### src/include/hbridge_ctrl_pkg.sv
// Package for the H-bridge driver control register bank.
// Assumes a 100 MHz system clock and a 16-bit serial command frame.
package hbridge_ctrl_pkg;
   // Serial frame layout.
   localparam int unsigned FRAME_BITS   = 16;
   localparam int unsigned RW_BIT       = 15;
   localparam int unsigned ADDR_MSB     = 14;
   localparam int unsigned ADDR_LSB     = 11;
   localparam int unsigned DATA_MSB     = 7;
   // Register addresses.
   localparam logic [3:0] ADDR_FAULT_STATUS  = 4'h0;
   localparam logic [3:0] ADDR_MONITOR_STATUS = 4'h1;
   localparam logic [3:0] ADDR_MAIN_CONTROL  = 4'h2;
   localparam logic [3:0] ADDR_GATE_WD       = 4'h3;
   localparam logic [3:0] ADDR_OC_MONITOR    = 4'h4;
   // Lock field position and keys.
   localparam int unsigned LOCK_LSB       = 3;
   localparam int unsigned LOCK_MSB       = 5;
   localparam logic [2:0]  LOCK_KEY       = 3'h6;
   localparam logic [2:0]  UNLOCK_KEY     = 3'h3;
   // Main control field positions.
   localparam int unsigned IN_ONE_BIT     = 2;
   localparam int unsigned IN_TWO_BIT     = 1;
   localparam int unsigned FAULT_CLR_BIT  = 0;
   // Gate current and watchdog field positions.
   localparam int unsigned DEAD_LSB       = 6;
   localparam int unsigned WD_ON_BIT      = 5;
   localparam int unsigned WD_SEL_LSB     = 3;
   localparam int unsigned GATE_CODE_LSB  = 0;
   // Overcurrent monitor control field positions.
   localparam int unsigned CLAMP_BIT      = 7;
   localparam int unsigned OC_SEL_LSB     = 4;
   localparam int unsigned MON_OFF_LSB    = 0;
   // Reset values.
   localparam logic [7:0] MAIN_RESET      = 8'h18;
   localparam logic [7:0] GATE_WD_RESET   = 8'h07;
   localparam logic [7:0] OC_MON_RESET    = 8'h70;
   // Write mask of the main control register; the clear bit never stores.
   localparam logic [7:0] MAIN_WMASK      = 8'hFE;
endpackage : hbridge_ctrl_pkg

### src/core/hbridge_driver_control_regs.sv
// Control register bank of an H-bridge gate driver with its serial command port.
// Assumes the serial pins are asynchronous to mclk and that sclk is far slower than mclk.
`timescale 1ns/100ps
`default_nettype none
module hbridge_driver_control_regs (
   input  wire logic       mclk,             // System clock, 100 MHz.
   input  wire logic       nrst,             // Asynchronous reset, active low.
   input  wire logic       sclk,             // Serial clock from host.
   input  wire logic       scsN,             // Serial chip select, active low.
   input  wire logic       sdi,              // Serial data in.
   output var  logic       sdo,              // Serial data out.
   output var  logic       sdoOeN,           // Serial data out enable, low while driving.
   input  wire logic       bridgeInOnePin,   // External bridge input one pin.
   input  wire logic       bridgeInTwoPin,   // External bridge input two pin.
   input  wire logic [7:0] faultStatus,      // Fault status byte from the protection logic.
   input  wire logic [7:0] monitorStatus,    // Per-FET fault status byte.
   output var  logic       bridgeInOne,      // Effective bridge input one.
   output var  logic       bridgeInTwo,      // Effective bridge input two.
   output var  logic       faultClear,       // One-cycle fault clear pulse.
   output var  logic       locked,           // Register lock state.
   output var  logic [1:0] deadTimeSel,      // Dead time selection.
   output var  logic       watchdogOn,       // Watchdog enable.
   output var  logic [1:0] watchdogTimeoutSel, // Watchdog timeout selection.
   output var  logic [2:0] gateCurrentCode,  // Gate drive current code.
   output var  logic       senseOutputClamp, // Sense output clamp.
   output var  logic [2:0] overcurrentThresholdSel, // Overcurrent trip level.
   output var  logic [3:0] monitorOff        // Per-FET monitor disables {H2,L2,H1,L1}.
);
   logic [2:0]  sclkSync;
   logic [2:0]  csSync;
   logic [1:0]  sdiSync;
   logic        sclkRise;
   logic        sclkFall;
   logic        csActive;
   logic [15:0] shiftIn_reg;
   logic [4:0]  bitCount_reg;
   logic [7:0]  shiftOut_reg;
   logic [7:0]  mainCtl_reg;
   logic [7:0]  gateWd_reg;
   logic [7:0]  ocMon_reg;
   logic        lock_reg;
   logic [3:0]  frameAddr;
   logic [7:0]  frameData;
   logic        frameDone;
   logic        frameWrite;
   logic [7:0]  readValue;
   logic [3:0]  nextAddr;
   logic        lockKeySeen;
   logic        unlockKeySeen;
   logic        regsWritable;

   // Two-stage synchronisers; the third stage of sclk and select only feeds edge detection.
   // Each chain resets to the idle level of its pin, so no false edge follows reset.
   always_ff @(posedge mclk or negedge nrst) begin
      if (!nrst) begin
         sclkSync <= 3'h0;
      end else begin
         sclkSync <= {sclkSync[1:0], sclk};
      end
   end

   always_ff @(posedge mclk or negedge nrst) begin
      if (!nrst) begin
         csSync <= 3'h7;
      end else begin
         csSync <= {csSync[1:0], scsN};
      end
   end

   always_ff @(posedge mclk or negedge nrst) begin
      if (!nrst) begin
         sdiSync <= 2'h0;
      end else begin
         sdiSync <= {sdiSync[0], sdi};
      end
   end

   assign sclkRise = sclkSync[1] & ~sclkSync[2];
   assign sclkFall = ~sclkSync[1] & sclkSync[2];
   assign csActive = ~csSync[1];
   // Address bits as they will stand once the fifth bit is shifted in.
   assign nextAddr = {shiftIn_reg[2:0], sdiSync[1]};

   // Reply source for the address being shifted in; the status bytes are only ever read.
   always_comb begin
      case (nextAddr)
         hbridge_ctrl_pkg::ADDR_FAULT_STATUS:   readValue = faultStatus;
         hbridge_ctrl_pkg::ADDR_MONITOR_STATUS: readValue = monitorStatus;
         hbridge_ctrl_pkg::ADDR_MAIN_CONTROL:   readValue = mainCtl_reg;
         hbridge_ctrl_pkg::ADDR_GATE_WD:        readValue = gateWd_reg;
         hbridge_ctrl_pkg::ADDR_OC_MONITOR:     readValue = ocMon_reg;
         default:                               readValue = 8'h00;
      endcase
   end

   // Bit count of the frame; it runs past 16 and saturates, so an overlong frame is refused as well.
   always_ff @(posedge mclk or negedge nrst) begin
      if (!nrst) begin
         bitCount_reg <= 5'h00;
      end else if (!csActive) begin
         bitCount_reg <= 5'h00;
      end else if (sclkRise && !(&bitCount_reg)) begin
         bitCount_reg <= bitCount_reg + 5'h01;
      end
   end

   // Input shift register; sdi is taken on the rising sclk edge, first bit first.
   always_ff @(posedge mclk or negedge nrst) begin
      if (!nrst) begin
         shiftIn_reg <= 16'h0000;
      end else if (csActive && sclkRise && bitCount_reg < 5'(hbridge_ctrl_pkg::FRAME_BITS)) begin
         shiftIn_reg <= {shiftIn_reg[14:0], sdiSync[1]};
      end
   end

   // Reply: the addressed register is captured once the address is known, before any write.
   always_ff @(posedge mclk or negedge nrst) begin
      if (!nrst) begin
         shiftOut_reg <= 8'h00;
      end else if (csActive && sclkRise && bitCount_reg == 5'h04) begin
         shiftOut_reg <= readValue;
      // The top data bit stands from the eighth rise on; shifting starts at the fall after the ninth rise.
      end else if (csActive && sclkFall && bitCount_reg > 5'h08) begin
         shiftOut_reg <= {shiftOut_reg[6:0], 1'b0};
      end
   end

   always_ff @(posedge mclk or negedge nrst) begin
      if (!nrst) begin
         sdo    <= 1'b0;
         sdoOeN <= 1'b1;
      end else begin
         sdoOeN <= ~csActive;
         sdo    <= (bitCount_reg > 5'h07) ? shiftOut_reg[7] : 1'b0;
      end
   end

   // A frame takes effect only when exactly 16 bits arrived before deselect.
   // Deselect is seen on the synchronised stages only; the count is still intact in that cycle.
   assign frameDone  = csSync[1] & ~csSync[2] & (bitCount_reg == 5'(hbridge_ctrl_pkg::FRAME_BITS));
   assign frameWrite = frameDone & ~shiftIn_reg[hbridge_ctrl_pkg::RW_BIT];
   assign frameAddr  = shiftIn_reg[hbridge_ctrl_pkg::ADDR_MSB:hbridge_ctrl_pkg::ADDR_LSB];
   assign frameData  = shiftIn_reg[hbridge_ctrl_pkg::DATA_MSB:0];

   assign lockKeySeen   = frameData[hbridge_ctrl_pkg::LOCK_MSB:hbridge_ctrl_pkg::LOCK_LSB]
                          == hbridge_ctrl_pkg::LOCK_KEY;
   assign unlockKeySeen = frameData[hbridge_ctrl_pkg::LOCK_MSB:hbridge_ctrl_pkg::LOCK_LSB]
                          == hbridge_ctrl_pkg::UNLOCK_KEY;
   assign regsWritable  = frameWrite & ~lock_reg;

   // Main control stays writable while locked; the clear bit never stores.
   always_ff @(posedge mclk or negedge nrst) begin
      if (!nrst) begin
         mainCtl_reg <= hbridge_ctrl_pkg::MAIN_RESET;
      end else if (frameWrite && frameAddr == hbridge_ctrl_pkg::ADDR_MAIN_CONTROL) begin
         mainCtl_reg <= frameData & hbridge_ctrl_pkg::MAIN_WMASK;
      end
   end

   // Lock flag: only the key matching the present state moves it; other values leave it alone.
   always_ff @(posedge mclk or negedge nrst) begin
      if (!nrst) begin
         lock_reg <= 1'b0;
      end else if (frameWrite && frameAddr == hbridge_ctrl_pkg::ADDR_MAIN_CONTROL) begin
         if (!lock_reg && lockKeySeen) begin
            lock_reg <= 1'b1;
         end else if (lock_reg && unlockKeySeen) begin
            lock_reg <= 1'b0;
         end
      end
   end

   // Gate current and watchdog settings; a write while locked is dropped silently.
   always_ff @(posedge mclk or negedge nrst) begin
      if (!nrst) begin
         gateWd_reg <= hbridge_ctrl_pkg::GATE_WD_RESET;
      end else if (regsWritable && frameAddr == hbridge_ctrl_pkg::ADDR_GATE_WD) begin
         gateWd_reg <= frameData;
      end
   end

   // Overcurrent monitor settings; a write while locked is dropped silently.
   always_ff @(posedge mclk or negedge nrst) begin
      if (!nrst) begin
         ocMon_reg <= hbridge_ctrl_pkg::OC_MON_RESET;
      end else if (regsWritable && frameAddr == hbridge_ctrl_pkg::ADDR_OC_MONITOR) begin
         ocMon_reg <= frameData;
      end
   end

   always_ff @(posedge mclk or negedge nrst) begin
      if (!nrst) begin
         faultClear <= 1'b0;
      end else begin
         faultClear <= frameWrite && frameAddr == hbridge_ctrl_pkg::ADDR_MAIN_CONTROL
                       && frameData[hbridge_ctrl_pkg::FAULT_CLR_BIT];
      end
   end

   assign bridgeInOne = mainCtl_reg[hbridge_ctrl_pkg::IN_ONE_BIT] | bridgeInOnePin;
   assign bridgeInTwo = mainCtl_reg[hbridge_ctrl_pkg::IN_TWO_BIT] | bridgeInTwoPin;
   assign locked      = lock_reg;
   assign deadTimeSel = gateWd_reg[hbridge_ctrl_pkg::DEAD_LSB +: 2];
   assign watchdogOn  = gateWd_reg[hbridge_ctrl_pkg::WD_ON_BIT];
   assign watchdogTimeoutSel = gateWd_reg[hbridge_ctrl_pkg::WD_SEL_LSB +: 2];
   assign gateCurrentCode    = gateWd_reg[hbridge_ctrl_pkg::GATE_CODE_LSB +: 3];
   assign senseOutputClamp   = ocMon_reg[hbridge_ctrl_pkg::CLAMP_BIT];
   assign overcurrentThresholdSel = ocMon_reg[hbridge_ctrl_pkg::OC_SEL_LSB +: 3];
   assign monitorOff         = ocMon_reg[hbridge_ctrl_pkg::MON_OFF_LSB +: 4];
endmodule : hbridge_driver_control_regs
`default_nettype wire

### config.mk
export PLATFORM = sky130hd
export DESIGN_NAME = hbridge_driver_control_regs
export DESIGN_NICKNAME = d
export VERILOG_FILES = /design/src/include/hbridge_ctrl_pkg.sv /design/src/core/hbridge_driver_control_regs.sv
export SDC_FILE = /design/constraint.sdc
export NUM_CORES = 1
export LEC_CHECK = 0
export ABC_AREA = 1
export ABC_CLOCK_PERIOD_IN_PS = 1320
export BUFFER_PORTS_ARGS = -buffer_cell sky130_fd_sc_hd__buf_4
export CAP_MARGIN = 20
export CORE_ASPECT_RATIO = 0.6
export CORE_MARGIN = 2
export CORE_UTILIZATION = 40
export DETAILED_ROUTE_END_ITERATION = 8
export MAX_ROUTING_LAYER = met4
export PLACE_DENSITY = 0.61
export SETUP_SLACK_MARGIN = 0.2
export SLEW_MARGIN = 20
export SYNTH_ARGS = -nofsm -noshare
export SYNTH_HDL_FRONTEND = slang
export SYNTH_SLANG_ARGS = --single-unit
### constraint.sdc
create_clock -name mclk -period 1.32 [get_ports mclk]
set_input_delay 0.132 -clock mclk [delete_from_list [all_inputs] [get_ports mclk]]
set_output_delay 0.132 -clock mclk [all_outputs]
set_load 0.1 [all_outputs]
# Word-level counts from Yosys, hierarchy flattened
# Index checks and enable logic that the tools add are counted.
[classes]
add_sub_neg = 1
magnitude_cmp = 3
eq_ne = 11
mux = 8
bitwise = 14
reduce_logical = 20
[ops]
columns = ["cell", "n"]
rows = [
  ["8-bit one-hot mux with 5 select lines", 1],
  ["4-bit by 2-bit equality test with 1-bit output, second input constant", 4],
  ["8-bit two-way mux", 2],
  ["1-bit logical AND", 12],
  ["5-bit two-way mux", 2],
  ["4-bit by 3-bit equality test with 1-bit output, second input constant", 2],
  ["1-bit bitwise AND", 6],
  ["1-bit NOT", 6],
  ["2-bit nonzero test", 3],
  ["5-bit by 1-bit adder with 5-bit output, second input constant", 1],
  ["5-bit by 3-bit equality test with 1-bit output, second input constant", 1],
  ["5-bit equality test, second input constant", 1],
  ["5-bit by 3-bit greater-than comparator with 1-bit output, second input constant", 1],
  ["5-bit by 4-bit greater-than comparator with 1-bit output, second input constant", 1],
  ["5-bit less-than comparator, second input constant", 1],
  ["5-bit AND reduction", 1],
  ["4-bit by 1-bit equality test with 1-bit output, second input constant", 1],
  ["4-bit logical NOT", 1],
  ["3-bit by 2-bit equality test with 1-bit output, second input constant", 1],
  ["3-bit equality test, second input constant", 1],
  ["1-bit two-way mux", 3],
  ["1-bit logical NOT", 2],
  ["1-bit bitwise OR", 2],
  ["2-bit AND reduction", 1],
]
[totals]
register_bits = 64
input_bits = 23
output_inout_bits = 22

# Longest topological paths before layout
# Gate-level depths: netlist (run 1).
[depth]
depth_word = 6
ltp_mapped = 12
depth_no_buf = 11

# Worst setup path before layout (run 1)
# No wires, ideal clock.
[synth_path]
path_kind = "register to register"
startpoint = "reg lock_reg (netlist: locked)"
endpoint = "reg ocMon_reg[7]"
arrival_time_ns = 1.722
required_ns = 1.244
path_slack_ns = -0.478
stages_incl_launch_ff = 6
path_cell_list = "dfrtp_1 > inv_1 > nand4_4 > buf_2 > nand2_1 > o21ai_1"
[synth_between]
elab_chain_len = 3
[synth_rtl]
columns = ["item", "line", "text"]
rows = [
  ["start: declaration", "hbridge_driver_control_regs.sv:41", "logic lock_reg;"],
  ["start signal: assignment", "hbridge_driver_control_regs.sv:163", "lock_reg <= 1'b0;"],
  ["start signal: assignment", "hbridge_driver_control_regs.sv:166", "lock_reg <= 1'b1;"],
  ["start signal: assignment", "hbridge_driver_control_regs.sv:168", "lock_reg <= 1'b0;"],
  ["1-bit NOT", "hbridge_driver_control_regs.sv:149", "assign regsWritable = frameWrite & ~lock_reg;"],
  ["1-bit bitwise AND", "hbridge_driver_control_regs.sv:149", ""],
  ["1-bit logical AND", "hbridge_driver_control_regs.sv:186", "end else if (regsWritable && frameAddr == hbridge_ctrl_pkg::ADDR_OC_MONITOR) begin"],
  ["end signal: assignment", "hbridge_driver_control_regs.sv:185", "ocMon_reg <= hbridge_ctrl_pkg::OC_MON_RESET;"],
  ["end signal: assignment", "hbridge_driver_control_regs.sv:187", "ocMon_reg <= frameData;"],
  ["end: declaration", "hbridge_driver_control_regs.sv:40", "logic [7:0] ocMon_reg;"],
]
# No other way between the ends.
# A chain may end at the register's enable or synchronous reset.

# Worst setup path after layout (run 1)
[layout_path]
startpoint = "reg bitCount_reg[1]"
endpoint = "reg gateWd_reg[3]"
[layout_between]
elab_chain_len = 5
[layout_rtl]
columns = ["item", "line", "text"]
rows = [
  ["start: declaration", "hbridge_driver_control_regs.sv:36", "logic [4:0] bitCount_reg;"],
  ["start signal: assignment", "hbridge_driver_control_regs.sv:103", "bitCount_reg <= bitCount_reg + 5'h01;"],
  ["5-bit equality test", "hbridge_driver_control_regs.sv:140", "assign frameDone = csSync[1] & ~csSync[2] & (bitCount_reg == 5'(hbridge_ctrl_pkg::FRAME_BITS));"],
  ["1-bit bitwise AND", "hbridge_driver_control_regs.sv:140", ""],
  ["1-bit bitwise AND", "hbridge_driver_control_regs.sv:141", "assign frameWrite = frameDone & ~shiftIn_reg[hbridge_ctrl_pkg::RW_BIT];"],
  ["1-bit bitwise AND", "hbridge_driver_control_regs.sv:149", ""],
  ["1-bit logical AND", "hbridge_driver_control_regs.sv:177", "end else if (regsWritable && frameAddr == hbridge_ctrl_pkg::ADDR_GATE_WD) begin"],
  ["end signal: assignment", "hbridge_driver_control_regs.sv:176", "gateWd_reg <= hbridge_ctrl_pkg::GATE_WD_RESET;"],
  ["end signal: assignment", "hbridge_driver_control_regs.sv:178", "gateWd_reg <= frameData;"],
  ["end: declaration", "hbridge_driver_control_regs.sv:39", "logic [7:0] gateWd_reg;"],
]
# No other way between the ends.

==> impl_metrics.prom, run 1 <==
# TYPE chip_impl_metric gauge
chip_impl_info{name="run_status",value="finished, violations left"} 1
chip_impl_info{name="violations_in_the_final_reports",value="negative setup slack"} 1
chip_impl_info{name="rsz_0062_raised_after_global_routing",value="yes"} 1
chip_impl_metric{name="clock_latency_on_the_worst_skew_pair",unit="ns"} 0.34
chip_impl_metric{name="setup_slack_after_layout",unit="ns"} -0.154
chip_impl_info{name="synth_commonest_cells",value="sky130_fd_sc_hd__nand2_1, sky130_fd_sc_hd__nand3_1, sky130_fd_sc_hd__dfrtp_1, sky130_fd_sc_hd__o21ai_0, sky130_fd_sc_hd__inv_1"} 1
chip_impl_metric{name="boundaryPins",unit=""} 45
chip_impl_info{name="timing.critical_path.cells",value="inv_2 -> ha_4 -> nand2_4 -> nor2_4 -> buf_12 -> nand3_4 -> nand2_2 -> o21ai_2"} 1
chip_impl_metric{name="timing.max_slew.rel_slack",unit="%"} 68.0
chip_impl_info{name="tritoncts",value="done"} 1
chip_impl_metric{name="routed_via_density",unit=""} 5.29
chip_impl_metric{name="die_w",unit="um"} 114
chip_impl_metric{name="report.final.hold_viol_count",unit=""} 0
chip_impl_metric{name="post-synth-top-area-fraction",unit="%"} 44.5
chip_impl_info{name="synthFlopType",value="sky130_fd_sc_hd__dfrtp_1"} 1
chip_impl_metric{name="clkTransAtPathRegs",unit="ns"} 0.05
chip_impl_metric{name="largest_register_ffs",unit=""} 16
chip_impl_metric{name="worst_slew_pin_tran",unit="ns"} 0.479
chip_impl_metric{name="chip_height",unit="um"} 70.2
chip_impl_info{name="synth.most_common_cell",value="sky130_fd_sc_hd__nand2_1"} 1
chip_impl_metric{name="final.min_clock_period",unit="ns"} 1.47
chip_impl_metric{name="tns_setup",unit="ns"} -3.71
chip_impl_metric{name="drive_above_1_share",unit="%"} 48.9
chip_impl_metric{name="post_synth_num_cell_types",unit=""} 27
chip_impl_metric{name="core.rowCount",unit=""} 24
chip_impl_metric{name="cts-buffers-inserted",unit=""} 9
chip_impl_info{name="hold_class",value="input pin to flop"} 1
chip_impl_metric{name="antenna_violating_nets_post_route",unit=""} 0
chip_impl_metric{name="antenna_violations_before_repair",unit=""} 0
chip_impl_metric{name="grt_first_pass_wirelength",unit="um"} 14000
chip_impl_metric{name="length_of_the_first_detailed_routing_pass_in_iterations",unit=""} 5
chip_impl_info{name="yosys.area.top_type",value="sky130_fd_sc_hd__dfrtp_1"} 1
chip_impl_metric{name="finalWeightedCongestion",unit=""} 0.837
chip_impl_metric{name="cap_viol_max_count",unit=""} 0
chip_impl_metric{name="htree_num_levels",unit=""} 3
chip_impl_metric{name="start_util",unit="%"} 40.7
chip_impl_metric{name="final_setup_fails",unit=""} 36
chip_impl_info{name="root_buffer_cell",value="sky130_fd_sc_hd__clkbuf_16"} 1
chip_impl_metric{name="synth.net_count",unit=""} 367
chip_impl_metric{name="hold-worst-slack",unit="ns"} 0.167
chip_impl_metric{name="drtIter0Drc",unit=""} 254
chip_impl_metric{name="cp_data_required_time",unit="ns"} 1.54
chip_impl_metric{name="synth_edf_count",unit=""} 0
chip_impl_metric{name="clock-skew-final",unit="ns"} 0.00851
chip_impl_metric{name="drc",unit=""} 0
chip_impl_metric{name="die_area",unit="um2"} 8030
chip_impl_metric{name="grt_max_degree",unit=""} 28
chip_impl_metric{name="synth_async_sr_flop_share",unit="%"} 100
chip_impl_metric{name="power_per_cell_area",unit="nW/um2"} 1220
chip_impl_metric{name="clock_sink_count",unit=""} 63
chip_impl_metric{name="r2r_setup_slack",unit="ns"} -0.15
chip_impl_metric{name="design.core.area",unit="um2"} 7180
chip_impl_metric{name="slowest_delay",unit="ns"} 0.40
chip_impl_metric{name="final_routed_wirelength_across_all_metal_layers",unit="um"} 9070
chip_impl_metric{name="post-dp-hpwl",unit="um"} 5440
chip_impl_metric{name="slew_violations",unit=""} 0
chip_impl_metric{name="max_rail_drop_vdd",unit="uV"} 1060
chip_impl_metric{name="overflow",unit=""} 0
chip_impl_metric{name="syn-mean-instance-area",unit="um2"} 8.57
chip_impl_metric{name="synth-seq-cells",unit=""} 63
chip_impl_metric{name="n_antenna_cell",unit=""} 0
chip_impl_info{name="crit_path_capture_type",value="flop"} 1
chip_impl_metric{name="post_synth_inst_count",unit=""} 341
chip_impl_info{name="synthTopCellsByArea",value="sky130_fd_sc_hd__dfrtp_1, sky130_fd_sc_hd__nand2_1, sky130_fd_sc_hd__dfstp_2"} 1
chip_impl_metric{name="io_buffers",unit=""} 44
chip_impl_metric{name="first_global_vias",unit=""} 2671
chip_impl_metric{name="leakagePower",unit="nW"} 2.20
chip_impl_metric{name="yosysWarnings",unit=""} 0
chip_impl_info{name="critPathLaunchType",value="flop"} 1
chip_impl_metric{name="wl_per_cell",unit="um"} 16.8
chip_impl_metric{name="maximum_root_to_sink_buffer_count",unit=""} 2
chip_impl_metric{name="arrival",unit="ns"} 1.69
chip_impl_metric{name="max_freq",unit="MHz"} 678
chip_impl_info{name="critical_path.slowest_cell",value="sky130_fd_sc_hd__dfrtp_1"} 1
chip_impl_info{name="worst_path_class_setup",value="flop to flop"} 1
chip_impl_metric{name="global_route.usage.total",unit="%"} 24.1
chip_impl_metric{name="final_min_period_over_clock_period",unit="%"} 112
chip_impl_metric{name="area_growth_syn_to_layout",unit="%"} 62.6
chip_impl_metric{name="routed-via-count",unit=""} 2850
chip_impl_metric{name="crit_path_max_fanout",unit=""} 8
chip_impl_metric{name="layout.nets",unit=""} 469
chip_impl_metric{name="post_synth_instance_area",unit="um2"} 2920
chip_impl_metric{name="synth_seq_area_share",unit="%"} 54.4
==> placed cells by master, fill, tap and decap left out, types with 3 or more instances in the layout <==
master | netlist | final
sky130_fd_sc_hd__a21oi_2 | 0 | 3
sky130_fd_sc_hd__buf_12 | 0 | 18
sky130_fd_sc_hd__buf_4 | 1 | 62
sky130_fd_sc_hd__buf_6 | 2 | 12
sky130_fd_sc_hd__clkbuf_16 | 0 | 10
sky130_fd_sc_hd__clkbuf_8 | 0 | 3
sky130_fd_sc_hd__dfrtp_1 | 52 | 41
sky130_fd_sc_hd__dfrtp_2 | 0 | 10
sky130_fd_sc_hd__dfstp_2 | 11 | 10
sky130_fd_sc_hd__dlygate4sd3_1 | 0 | 4
sky130_fd_sc_hd__inv_1 | 28 | 19
sky130_fd_sc_hd__inv_2 | 3 | 10
sky130_fd_sc_hd__nand2_1 | 88 | 61
sky130_fd_sc_hd__nand2_2 | 1 | 17
sky130_fd_sc_hd__nand2_4 | 1 | 11
sky130_fd_sc_hd__nand3_1 | 53 | 49
sky130_fd_sc_hd__nand3_2 | 1 | 3
sky130_fd_sc_hd__nand3_4 | 0 | 3
sky130_fd_sc_hd__nand4_1 | 3 | 3
sky130_fd_sc_hd__nor2_1 | 14 | 6
sky130_fd_sc_hd__nor2_2 | 2 | 5
sky130_fd_sc_hd__nor2_4 | 1 | 6
sky130_fd_sc_hd__nor3_1 | 7 | 5
sky130_fd_sc_hd__o21ai_0 | 36 | 6
sky130_fd_sc_hd__o21ai_1 | 8 | 23
sky130_fd_sc_hd__o21ai_2 | 0 | 15
sky130_fd_sc_hd__o21bai_1 | 7 | 7
==> layout make-up <==
class,instances,area (um2)
Timing Repair Buffer,100,1100
Tap cell,91,114
Inverter,31,121
Clock inverter,3,40.0
Multi-Input combinational cell,238,1500
Sequential cell,63,1610
Fill cell,580,2420
Clock buffer,13,270
==> kinds of logic after synthesis <==
group           synth area share (%)
fa+ha+maj                       1.28
buf+inv                         6.25
flops                           54.4
compound gates                  10.7
simple gates                    27.4
==> through the flow <==
step,instances,setup WS (ns),util (%),total power [mW],area [um2]
after CTS,533,-0.140,61.8,5.61,4430
after global routing,539,-0.255,66.2,6.01,4750
final,539,-0.154,66.2,5.79,4750
after detailed placement,496,-0.211,50.9,3.03,3650
after floorplan,341,-0.119,-,2.62,3040
after global placement,496,-0.183,50.9,3.02,3650
==> routing by layer <==
layer / vias to the layer above / GRT usage (%) / wire (um)
li1: 1346 / - / -
met1: 1379 / 34.2 / 4220
met2: 116 / 33.3 / 4140
met3: 9 / 8.33 / 620
met4: 0 / 5.69 / 84
met5: - / - / 0
==> critical path: cells and delay by family, from the launching register on <==
family / cells / cell delay, ns
fa+ha+maj: 1 / 0.16
flops: 1 / 0.40
buf+inv: 2 / 0.25
simple gates: 4 / 0.48
compound gates: 1 / 0.05
==> timing repair <==
action	CTS	global route
resized for setup	59	87
endpoints found under the setup margin	74	67
pin swaps	17	12
cloned	4	1
setup buffers	13	5
endpoints found under the hold margin	25	0
hold buffers	4	0
==> where the power goes <==
group / internal [mW] / switching [mW]
Combinational: 0.465 / 0.656
Sequential: 2.06 / 0.140
Clock: 1.61 / 0.858
Total: 4.14 / 1.65
==> worst paths after layout <==
path | startpoint | endpoint | depth (start not counted)
min in group asynchronous | nrst | gateWd_reg[3] | 2
worst min-delay path | monitorStatus[0] | shiftOut_reg[0] | 5
worst max register to register | bitCount_reg[1] | gateWd_reg[3] | 8
worst max-delay path | bitCount_reg[1] | gateWd_reg[3] | 8
max in group asynchronous | nrst | csSync[1] | 3
worst min register to register | sdiSync[0] | sdiSync[1] | 0
(Power assumes the default switching activity.)
==> run 2, diff against run 1 <==
- ABC_CLOCK_PERIOD_IN_PS: 1320 -> 1700
- CTS_CLUSTER_SIZE: unset -> 20
- PLACE_DENSITY: 0.61 -> 0.59
- clock period: 1.32 -> 1.7 ns (I/O delays scaled with it)
==> impl_metrics.prom, run 2 (synthesis gave the netlist of run 1 again) <==
# TYPE chip_impl_metric gauge
chip_impl_metric{name="global_route.usage.met2",unit="%"} 30.5
chip_impl_info{name="hold_class",value="input pin to flop"} 1
chip_impl_metric{name="final_routed_wirelength_across_all_metal_layers",unit="um"} 7540
chip_impl_metric{name="design.core.area",unit="um2"} 7180
chip_impl_metric{name="clock_sink_count",unit=""} 63
chip_impl_metric{name="worst_slew_pin_tran",unit="ns"} 0.502
chip_impl_metric{name="timing.max_slew.rel_slack",unit="%"} 66.4
chip_impl_metric{name="intPower",unit="mW"} 3.05
chip_impl_metric{name="final.min_clock_period",unit="ns"} 1.50
chip_impl_metric{name="maximum_root_to_sink_buffer_count",unit=""} 2
chip_impl_info{name="tritoncts",value="done"} 1
chip_impl_metric{name="grt_util_met3",unit="%"} 6.34
chip_impl_metric{name="power_switching",unit="mW"} 1.12
chip_impl_metric{name="leakagePower",unit="nW"} 1.90
chip_impl_info{name="worst_path_class_setup",value="flop to flop"} 1
chip_impl_metric{name="wl_per_cell",unit="um"} 15.1
chip_impl_metric{name="max_freq",unit="MHz"} 666
chip_impl_metric{name="grt_first_pass_wirelength",unit="um"} 12400
chip_impl_metric{name="routed_via_density",unit=""} 5.20
chip_impl_metric{name="crit_path_max_fanout",unit=""} 8
chip_impl_metric{name="global_route.usage.total",unit="%"} 21.4
chip_impl_info{name="critPathLaunchType",value="flop"} 1
chip_impl_metric{name="seqPwrFrac",unit="%"} 40.1
chip_impl_metric{name="io_buffers",unit=""} 44
chip_impl_metric{name="dp_cells",unit=""} 473
chip_impl_info{name="final_common_cell",value="sky130_fd_sc_hd__nand2_1"} 1
chip_impl_metric{name="antenna_violations_before_repair",unit=""} 0
chip_impl_metric{name="n_antenna_cell",unit=""} 0
chip_impl_info{name="reg2reg_from",value="csSync[1]"} 1
chip_impl_metric{name="tns_setup",unit="ns"} 0
chip_impl_metric{name="finalWeightedCongestion",unit=""} 0.818
chip_impl_metric{name="n_fill_cell",unit=""} 685
chip_impl_metric{name="post_layout_nonfiller_instances",unit=""} 499
chip_impl_metric{name="largest_register_ffs",unit=""} 16
chip_impl_info{name="root_buffer_cell",value="sky130_fd_sc_hd__clkbuf_16"} 1
chip_impl_info{name="rsz_0062_raised_after_global_routing",value="yes"} 1
chip_impl_metric{name="groute.layer.met1.usage",unit="%"} 29.1
chip_impl_metric{name="length_of_the_first_detailed_routing_pass_in_iterations",unit=""} 4
chip_impl_metric{name="die_area",unit="um2"} 8030
chip_impl_metric{name="cap_viol_max_count",unit=""} 0
chip_impl_metric{name="clkTransAtPathRegs",unit="ns"} 0.05
chip_impl_info{name="worstHoldStart",value="monitorStatus[0]"} 1
chip_impl_metric{name="report.final.hold_viol_count",unit=""} 0
chip_impl_metric{name="clock_latency_on_the_worst_skew_pair",unit="ns"} 0.33
chip_impl_metric{name="max_rail_drop_vdd",unit="uV"} 828
chip_impl_metric{name="final_min_period_over_clock_period",unit="%"} 88.3
chip_impl_metric{name="grt_max_degree",unit=""} 33
chip_impl_metric{name="core.rowCount",unit=""} 24
chip_impl_metric{name="boundaryPins",unit=""} 45
chip_impl_info{name="run_status",value="complete, no violations"} 1
chip_impl_metric{name="clock-skew-final",unit="ns"} 0.00434
chip_impl_metric{name="die_w",unit="um"} 114
chip_impl_metric{name="r2r_setup_slack",unit="ns"} 0.20
chip_impl_metric{name="finalCoreUtilization",unit="%"} 54.4
chip_impl_metric{name="drive_above_1_share",unit="%"} 30.1
chip_impl_info{name="crit_path_capture_type",value="flop"} 1
chip_impl_metric{name="drtIter0Drc",unit=""} 212
chip_impl_metric{name="arrival",unit="ns"} 1.71
chip_impl_metric{name="power.share.switching",unit="%"} 26.9
chip_impl_metric{name="sequential_cell_area",unit="um2"} 1600
chip_impl_metric{name="reg2regPathDepth",unit=""} 6
chip_impl_metric{name="first_global_vias",unit=""} 2472
chip_impl_info{name="grt_most_used_layer",value="met2"} 1
chip_impl_metric{name="final_setup_fails",unit=""} 0
chip_impl_metric{name="power_per_cell_area",unit="nW/um2"} 1070
chip_impl_metric{name="overflow",unit=""} 0
chip_impl_metric{name="slew_violations",unit=""} 0
chip_impl_metric{name="multi_input_area",unit="um2"} 1260
chip_impl_metric{name="layout.nets",unit=""} 429
chip_impl_metric{name="start_util",unit="%"} 40.7
chip_impl_metric{name="power.share.clock",unit="%"} 45.3
chip_impl_info{name="min_to",value="shiftOut_reg[0]"} 1
chip_impl_metric{name="holdPathStages",unit=""} 5
chip_impl_metric{name="post-dp-hpwl",unit="um"} 5220
chip_impl_info{name="worst_r2r_endpoint",value="ocMon_reg[2]"} 1
chip_impl_metric{name="cts-buffers-inserted",unit=""} 9
chip_impl_info{name="layout_common_cells",value="sky130_fd_sc_hd__nand2_1, sky130_fd_sc_hd__buf_4, sky130_fd_sc_hd__nand3_1"} 1
chip_impl_metric{name="cp_data_required_time",unit="ns"} 1.91
chip_impl_metric{name="area_growth_syn_to_layout",unit="%"} 33.7
chip_impl_metric{name="chip_height",unit="um"} 70.2
chip_impl_metric{name="comb_power_share",unit="%"} 14.6
chip_impl_metric{name="routed-via-count",unit=""} 2594
chip_impl_metric{name="antenna_violating_nets_post_route",unit=""} 0
chip_impl_metric{name="drc",unit=""} 0
chip_impl_metric{name="htree_num_levels",unit=""} 3
[run 2: cell count changes in the layout (fill, tap and decap cells not counted), sizes merged]
cell / previous run / this run
buf: 95 / 57
clkbuf: 14 / 13
nand3: 55 / 54
[run 2: final cells by class]
class                   count  share of cell area, %
flip-flops and latches     63                   40.8
multi-input cells         237                   32.3
repair buffers             61                   12.9
clock buffers              13                   6.92
inverters                  31                   3.11
well taps                  91                   2.91
clock inverters             3                   1.02
[run 2: critical path, stage by stage, from the launching register on]
cell and delay (ns):
sky130_fd_sc_hd__dfstp_2 0.57, sky130_fd_sc_hd__nand4_2 0.14, sky130_fd_sc_hd__nor2_4 0.15, sky130_fd_sc_hd__buf_12 0.14, sky130_fd_sc_hd__nand4_4 0.18, sky130_fd_sc_hd__nand2_1 0.12
sky130_fd_sc_hd__o21ai_1 0.07
[run 2: metrics by stage]
stage / hold WS (ns) / area [um2] / worst slack, ns / power (mW)
after global routing: 0.240 / 3910 / 0.0963 / 4.36
final: 0.202 / 3910 / 0.199 / 4.17
after CTS: 0.192 / 3850 / 0.206 / 4.19
after floorplan: -0.126 / 2930 / 0.214 / 2.02
after global placement: 0.0926 / 3380 / 0.0864 / 2.24
after detailed placement: 0.0925 / 3380 / 0.0154 / 2.25
[run 2: layer usage]
metal | wire (um) | vias to the layer above
met5 | 0 | -
met4 | 119 | 0
met3 | 547 | 13
met2 | 3240 | 86
met1 | 3640 | 1235
li1 | - | 1260
[run 2: power groups by stage]
stage               logic, mW  registers, mW  clock network, mW
detailed placement      0.556           1.69                  0
global placement        0.548           1.69                  0
CTS                     0.594           1.67               1.92
global route            0.678           1.68               1.99
floorplan               0.330           1.69                  0
finish                  0.611           1.67               1.89
[run 2: worst max-delay path by stage]
stage,start,end,slack [ns],cells past startpoint
2_1_floorplan,csSync[2],gateWd_reg[5],0.21,7
3_3_place_gp,bitCount_reg[0],shiftOut_reg[6],0.09,11
3_5_place_dp,bitCount_reg[0],shiftOut_reg[6],0.02,11
4_1_cts,csSync[1],ocMon_reg[2],0.21,6
5_1_grt,bitCount_reg[0],shiftOut_reg[2],0.1,11
6_report,csSync[1],ocMon_reg[2],0.20,6
[run 2: timing repair]
item                       4_1_cts  5_1_grt
gates resized for setup         13       26
pin swaps                        6        3
buffers inserted                 4        1
hold endpoints to repair        22        0
hold buffers                     4        0
cloned                           1        0
setup endpoints to repair       34       36
==> run 3, diff against run 2 <==
- ABC_AREA: 1 -> unset
==> impl_metrics.prom, run 3 <==
# TYPE chip_impl_metric gauge
chip_impl_info{name="root_buffer_cell",value="sky130_fd_sc_hd__clkbuf_16"} 1
chip_impl_metric{name="largest_register_ffs",unit=""} 16
chip_impl_metric{name="wl_per_cell",unit="um"} 17.7
chip_impl_metric{name="post_synth_instance_area",unit="um2"} 2930
chip_impl_metric{name="area_growth_syn_to_layout",unit="%"} 47.8
chip_impl_metric{name="multiplexer_share_of_the_synthesized_area",unit="%"} 18.9
chip_impl_info{name="layout_common_cells",value="sky130_fd_sc_hd__buf_4, sky130_fd_sc_hd__dfrtp_1, sky130_fd_sc_hd__mux2_2"} 1
chip_impl_metric{name="max_rail_drop_vdd",unit="uV"} 696
chip_impl_info{name="worst_path_class_setup",value="flop to flop"} 1
chip_impl_info{name="reg2reg_from",value="bitCount_reg[1]"} 1
chip_impl_metric{name="maximum_root_to_sink_buffer_count",unit=""} 2
chip_impl_info{name="critical_path.slowest_cell",value="sky130_fd_sc_hd__or4bb_4"} 1
chip_impl_metric{name="yosysWarnings",unit=""} 0
chip_impl_info{name="tritoncts",value="done"} 1
chip_impl_metric{name="dpl-instance-area",unit="um2"} 3730
chip_impl_info{name="synth.most_common_cell",value="sky130_fd_sc_hd__dfrtp_1"} 1
chip_impl_metric{name="drc",unit=""} 0
chip_impl_metric{name="routed_via_density",unit=""} 5.20
chip_impl_info{name="timing.critical_path.cells",value="inv_1 -> ha_2 -> or4bb_4 -> buf_4 -> or4_4 -> mux2_4"} 1
chip_impl_metric{name="crit_path_max_fanout",unit=""} 5
chip_impl_info{name="critical-path-top-delay-family",value="simple AND/OR/NAND/NOR gates"} 1
chip_impl_metric{name="final_min_period_over_clock_period",unit="%"} 125
chip_impl_metric{name="cap_viol_max_count",unit=""} 0
chip_impl_metric{name="n_antenna_cell",unit=""} 0
chip_impl_metric{name="setup_slack_after_layout",unit="ns"} -0.433
chip_impl_metric{name="cp.buffers_inverters",unit=""} 2
chip_impl_metric{name="drive_above_1_share",unit="%"} 55.9
chip_impl_info{name="rsz_0062_raised_after_global_routing",value="yes"} 1
chip_impl_metric{name="slew_violations",unit=""} 0
chip_impl_metric{name="start_util",unit="%"} 40.8
chip_impl_metric{name="final_routed_wirelength_across_all_metal_layers",unit="um"} 7500
chip_impl_metric{name="die_w",unit="um"} 114
chip_impl_metric{name="synth-adder-area-share",unit="%"} 1.28
chip_impl_metric{name="cp_data_required_time",unit="ns"} 1.95
chip_impl_metric{name="slowest_delay",unit="ns"} 0.48
chip_impl_info{name="synthFlopType",value="sky130_fd_sc_hd__dfrtp_1"} 1
chip_impl_metric{name="max_freq",unit="MHz"} 469
chip_impl_metric{name="power_per_cell_area",unit="nW/um2"} 1000
chip_impl_metric{name="post-synth-top-area-fraction",unit="%"} 44.5
chip_impl_metric{name="grt_max_degree",unit=""} 39
chip_impl_metric{name="design.core.area",unit="um2"} 7180
chip_impl_metric{name="synth_seq_area_share",unit="%"} 54.3
chip_impl_info{name="crit_path_capture_type",value="flop"} 1
chip_impl_metric{name="cts-buffers-inserted",unit=""} 9
chip_impl_metric{name="post-dp-hpwl",unit="um"} 5170
chip_impl_metric{name="antenna_violations_before_repair",unit=""} 0
chip_impl_info{name="final_common_cell",value="sky130_fd_sc_hd__buf_4"} 1
chip_impl_metric{name="boundaryPins",unit=""} 45
chip_impl_metric{name="post_synth_num_cell_types",unit=""} 42
chip_impl_metric{name="htree_num_levels",unit=""} 3
chip_impl_metric{name="synth_async_sr_flop_share",unit="%"} 100
chip_impl_metric{name="leakagePower",unit="nW"} 2.03
chip_impl_metric{name="clock_sink_count",unit=""} 63
chip_impl_metric{name="chip_height",unit="um"} 70.3
chip_impl_metric{name="clkTransAtPathRegs",unit="ns"} 0.06
chip_impl_info{name="yosys.area.top_type",value="sky130_fd_sc_hd__dfrtp_1"} 1
chip_impl_metric{name="report.final.hold_viol_count",unit=""} 0
chip_impl_info{name="worstHoldStart",value="faultStatus[0]"} 1
chip_impl_info{name="violations_in_the_final_reports",value="negative setup slack"} 1
chip_impl_metric{name="syn-mean-instance-area",unit="um2"} 12.2
chip_impl_metric{name="routed-via-count",unit=""} 2204
chip_impl_metric{name="core.rowCount",unit=""} 24
chip_impl_info{name="synth_commonest_cells",value="sky130_fd_sc_hd__dfrtp_1, sky130_fd_sc_hd__mux2_2, sky130_fd_sc_hd__mux2i_1, sky130_fd_sc_hd__o21ai_0, sky130_fd_sc_hd__inv_1"} 1
chip_impl_metric{name="arrival",unit="ns"} 2.39
chip_impl_metric{name="synth.net_count",unit=""} 266
chip_impl_metric{name="antenna_violating_nets_post_route",unit=""} 0
chip_impl_metric{name="finalWeightedCongestion",unit=""} 0.826
chip_impl_metric{name="first_global_vias",unit=""} 2173
chip_impl_metric{name="timing.max_slew.rel_slack",unit="%"} 65.3
chip_impl_info{name="hold_class",value="input pin to flop"} 1
chip_impl_metric{name="synthXorXnorAreaFrac",unit="%"} 0.898
chip_impl_info{name="run_status",value="finished, violations left"} 1
chip_impl_metric{name="synth-seq-cells",unit=""} 63
chip_impl_metric{name="die_area",unit="um2"} 8040
chip_impl_metric{name="place_ws",unit="ns"} -0.471
chip_impl_metric{name="final_setup_fails",unit=""} 52
chip_impl_info{name="synthTopCellsByArea",value="sky130_fd_sc_hd__dfrtp_1, sky130_fd_sc_hd__mux2_2, sky130_fd_sc_hd__dfstp_2"} 1
chip_impl_metric{name="length_of_the_first_detailed_routing_pass_in_iterations",unit=""} 4
chip_impl_metric{name="drtIter0Drc",unit=""} 131
chip_impl_metric{name="final.min_clock_period",unit="ns"} 2.13
chip_impl_metric{name="worst_slew_pin_tran",unit="ns"} 0.517
chip_impl_metric{name="clock-skew-final",unit="ns"} 0.00502
chip_impl_metric{name="post_synth_inst_count",unit=""} 240
chip_impl_info{name="first_element_of_the_critical_path",value="bitCount_reg[1]"} 1
chip_impl_metric{name="overflow",unit=""} 0
chip_impl_metric{name="synthSimpleGateAreaFrac",unit="%"} 11.5
chip_impl_metric{name="postLayoutCellArea",unit="um2"} 4330
chip_impl_metric{name="io_buffers",unit=""} 44
chip_impl_metric{name="synth-compound-area-share",unit="%"} 9.53
chip_impl_metric{name="global_route.usage.total",unit="%"} 20.9
chip_impl_metric{name="layout.nets",unit=""} 354
chip_impl_metric{name="tns_setup",unit="ns"} -12.31
chip_impl_info{name="critPathLaunchType",value="flop"} 1
chip_impl_metric{name="grt_first_pass_wirelength",unit="um"} 12100
chip_impl_info{name="synth_top_family_by_area",value="multiplexers"} 1
chip_impl_metric{name="clock_latency_on_the_worst_skew_pair",unit="ns"} 0.33
chip_impl_metric{name="synth_edf_count",unit=""} 0
==> run 3: metal layers <==
| layer | global-route usage, % | vias up | wire length [um] |
|---|---|---|---|
| li1 | - | 1056 | - |
| met1 | 31.4 | 1090 | 3840 |
| met2 | 27.4 | 50 | 3190 |
| met3 | 5.21 | 8 | 380 |
| met4 | 6.78 | 0 | 82 |
| met5 | - | - | 0 |
==> run 3: cell families (layout without fill, tap and decap cells) <==
logic type	Yosys count	after routing
flops	63	63
xor+xnor	3	3
simple gates	52	53
fa+ha+maj	3	3
buf+inv	24	116
mux	50	50
compound gates	45	45
==> run 3: through the flow <==
| stage | hold slack [ns] | util, % | power (mW) | cells |
|---|---|---|---|---|
| after floorplan | -0.126 | - | 2.06 | 240 |
| after global placement | 0.107 | 52.0 | 2.31 | 394 |
| final | 0.267 | 60.3 | 4.34 | 424 |
| after global routing | 0.284 | 60.3 | 4.51 | 424 |
| after CTS | 0.259 | 59.5 | 4.35 | 422 |
| after detailed placement | 0.110 | 52.0 | 2.32 | 394 |
==> run 3: cell type report <==
| cell class | count | area, um2 |
|---|---|---|
| Clock buffer | 9 | 225 |
| Clock inverter | 7 | 97.6 |
| Fill cell | 575 | 2850 |
| Inverter | 12 | 45.0 |
| Multi-Input combinational cell | 154 | 1460 |
| Sequential cell | 63 | 1590 |
| Tap cell | 91 | 114 |
| Timing Repair Buffer | 88 | 793 |
==> run 3: worst register-to-register path: stages (launching register included) <==
cell,delay (ns)
sky130_fd_sc_hd__dfrtp_1,0.39
sky130_fd_sc_hd__inv_1,0.07
sky130_fd_sc_hd__ha_2,0.18
sky130_fd_sc_hd__or4bb_4,0.48
sky130_fd_sc_hd__buf_4,0.15
sky130_fd_sc_hd__or4_4,0.48
sky130_fd_sc_hd__mux2_4,0.32
==> run 3: report_power, final <==
group / switching [mW] / internal (mW)
logic: 0.349 / 0.319
clock network: 0.685 / 1.28
registers: 0.112 / 1.59
total: 1.15 / 3.19
==> run 3: repair_timing <==
item,in CTS,in global routing
hold buffers,4,0
gates cloned,2,0
setup endpoints to repair,54,54
resized for setup,30,11
buffers inserted,6,2
pin swaps,18,8
hold endpoints to repair,24,0
==> run 3: final timing paths <==
kind | endpoint | slack, ns | depth (start not counted)
hold / removal | shiftOut_reg[0] | 0.27 | 4
min in group asynchronous | bitCount_reg[3] | 0.30 | 2
hold reg to reg | csSync[1] | 0.36 | 0
max in group asynchronous | mainCtl_reg[3] | 0.83 | 3
setup / recovery | mainCtl_reg[3] | -0.43 | 6
setup reg to reg | mainCtl_reg[3] | -0.43 | 6
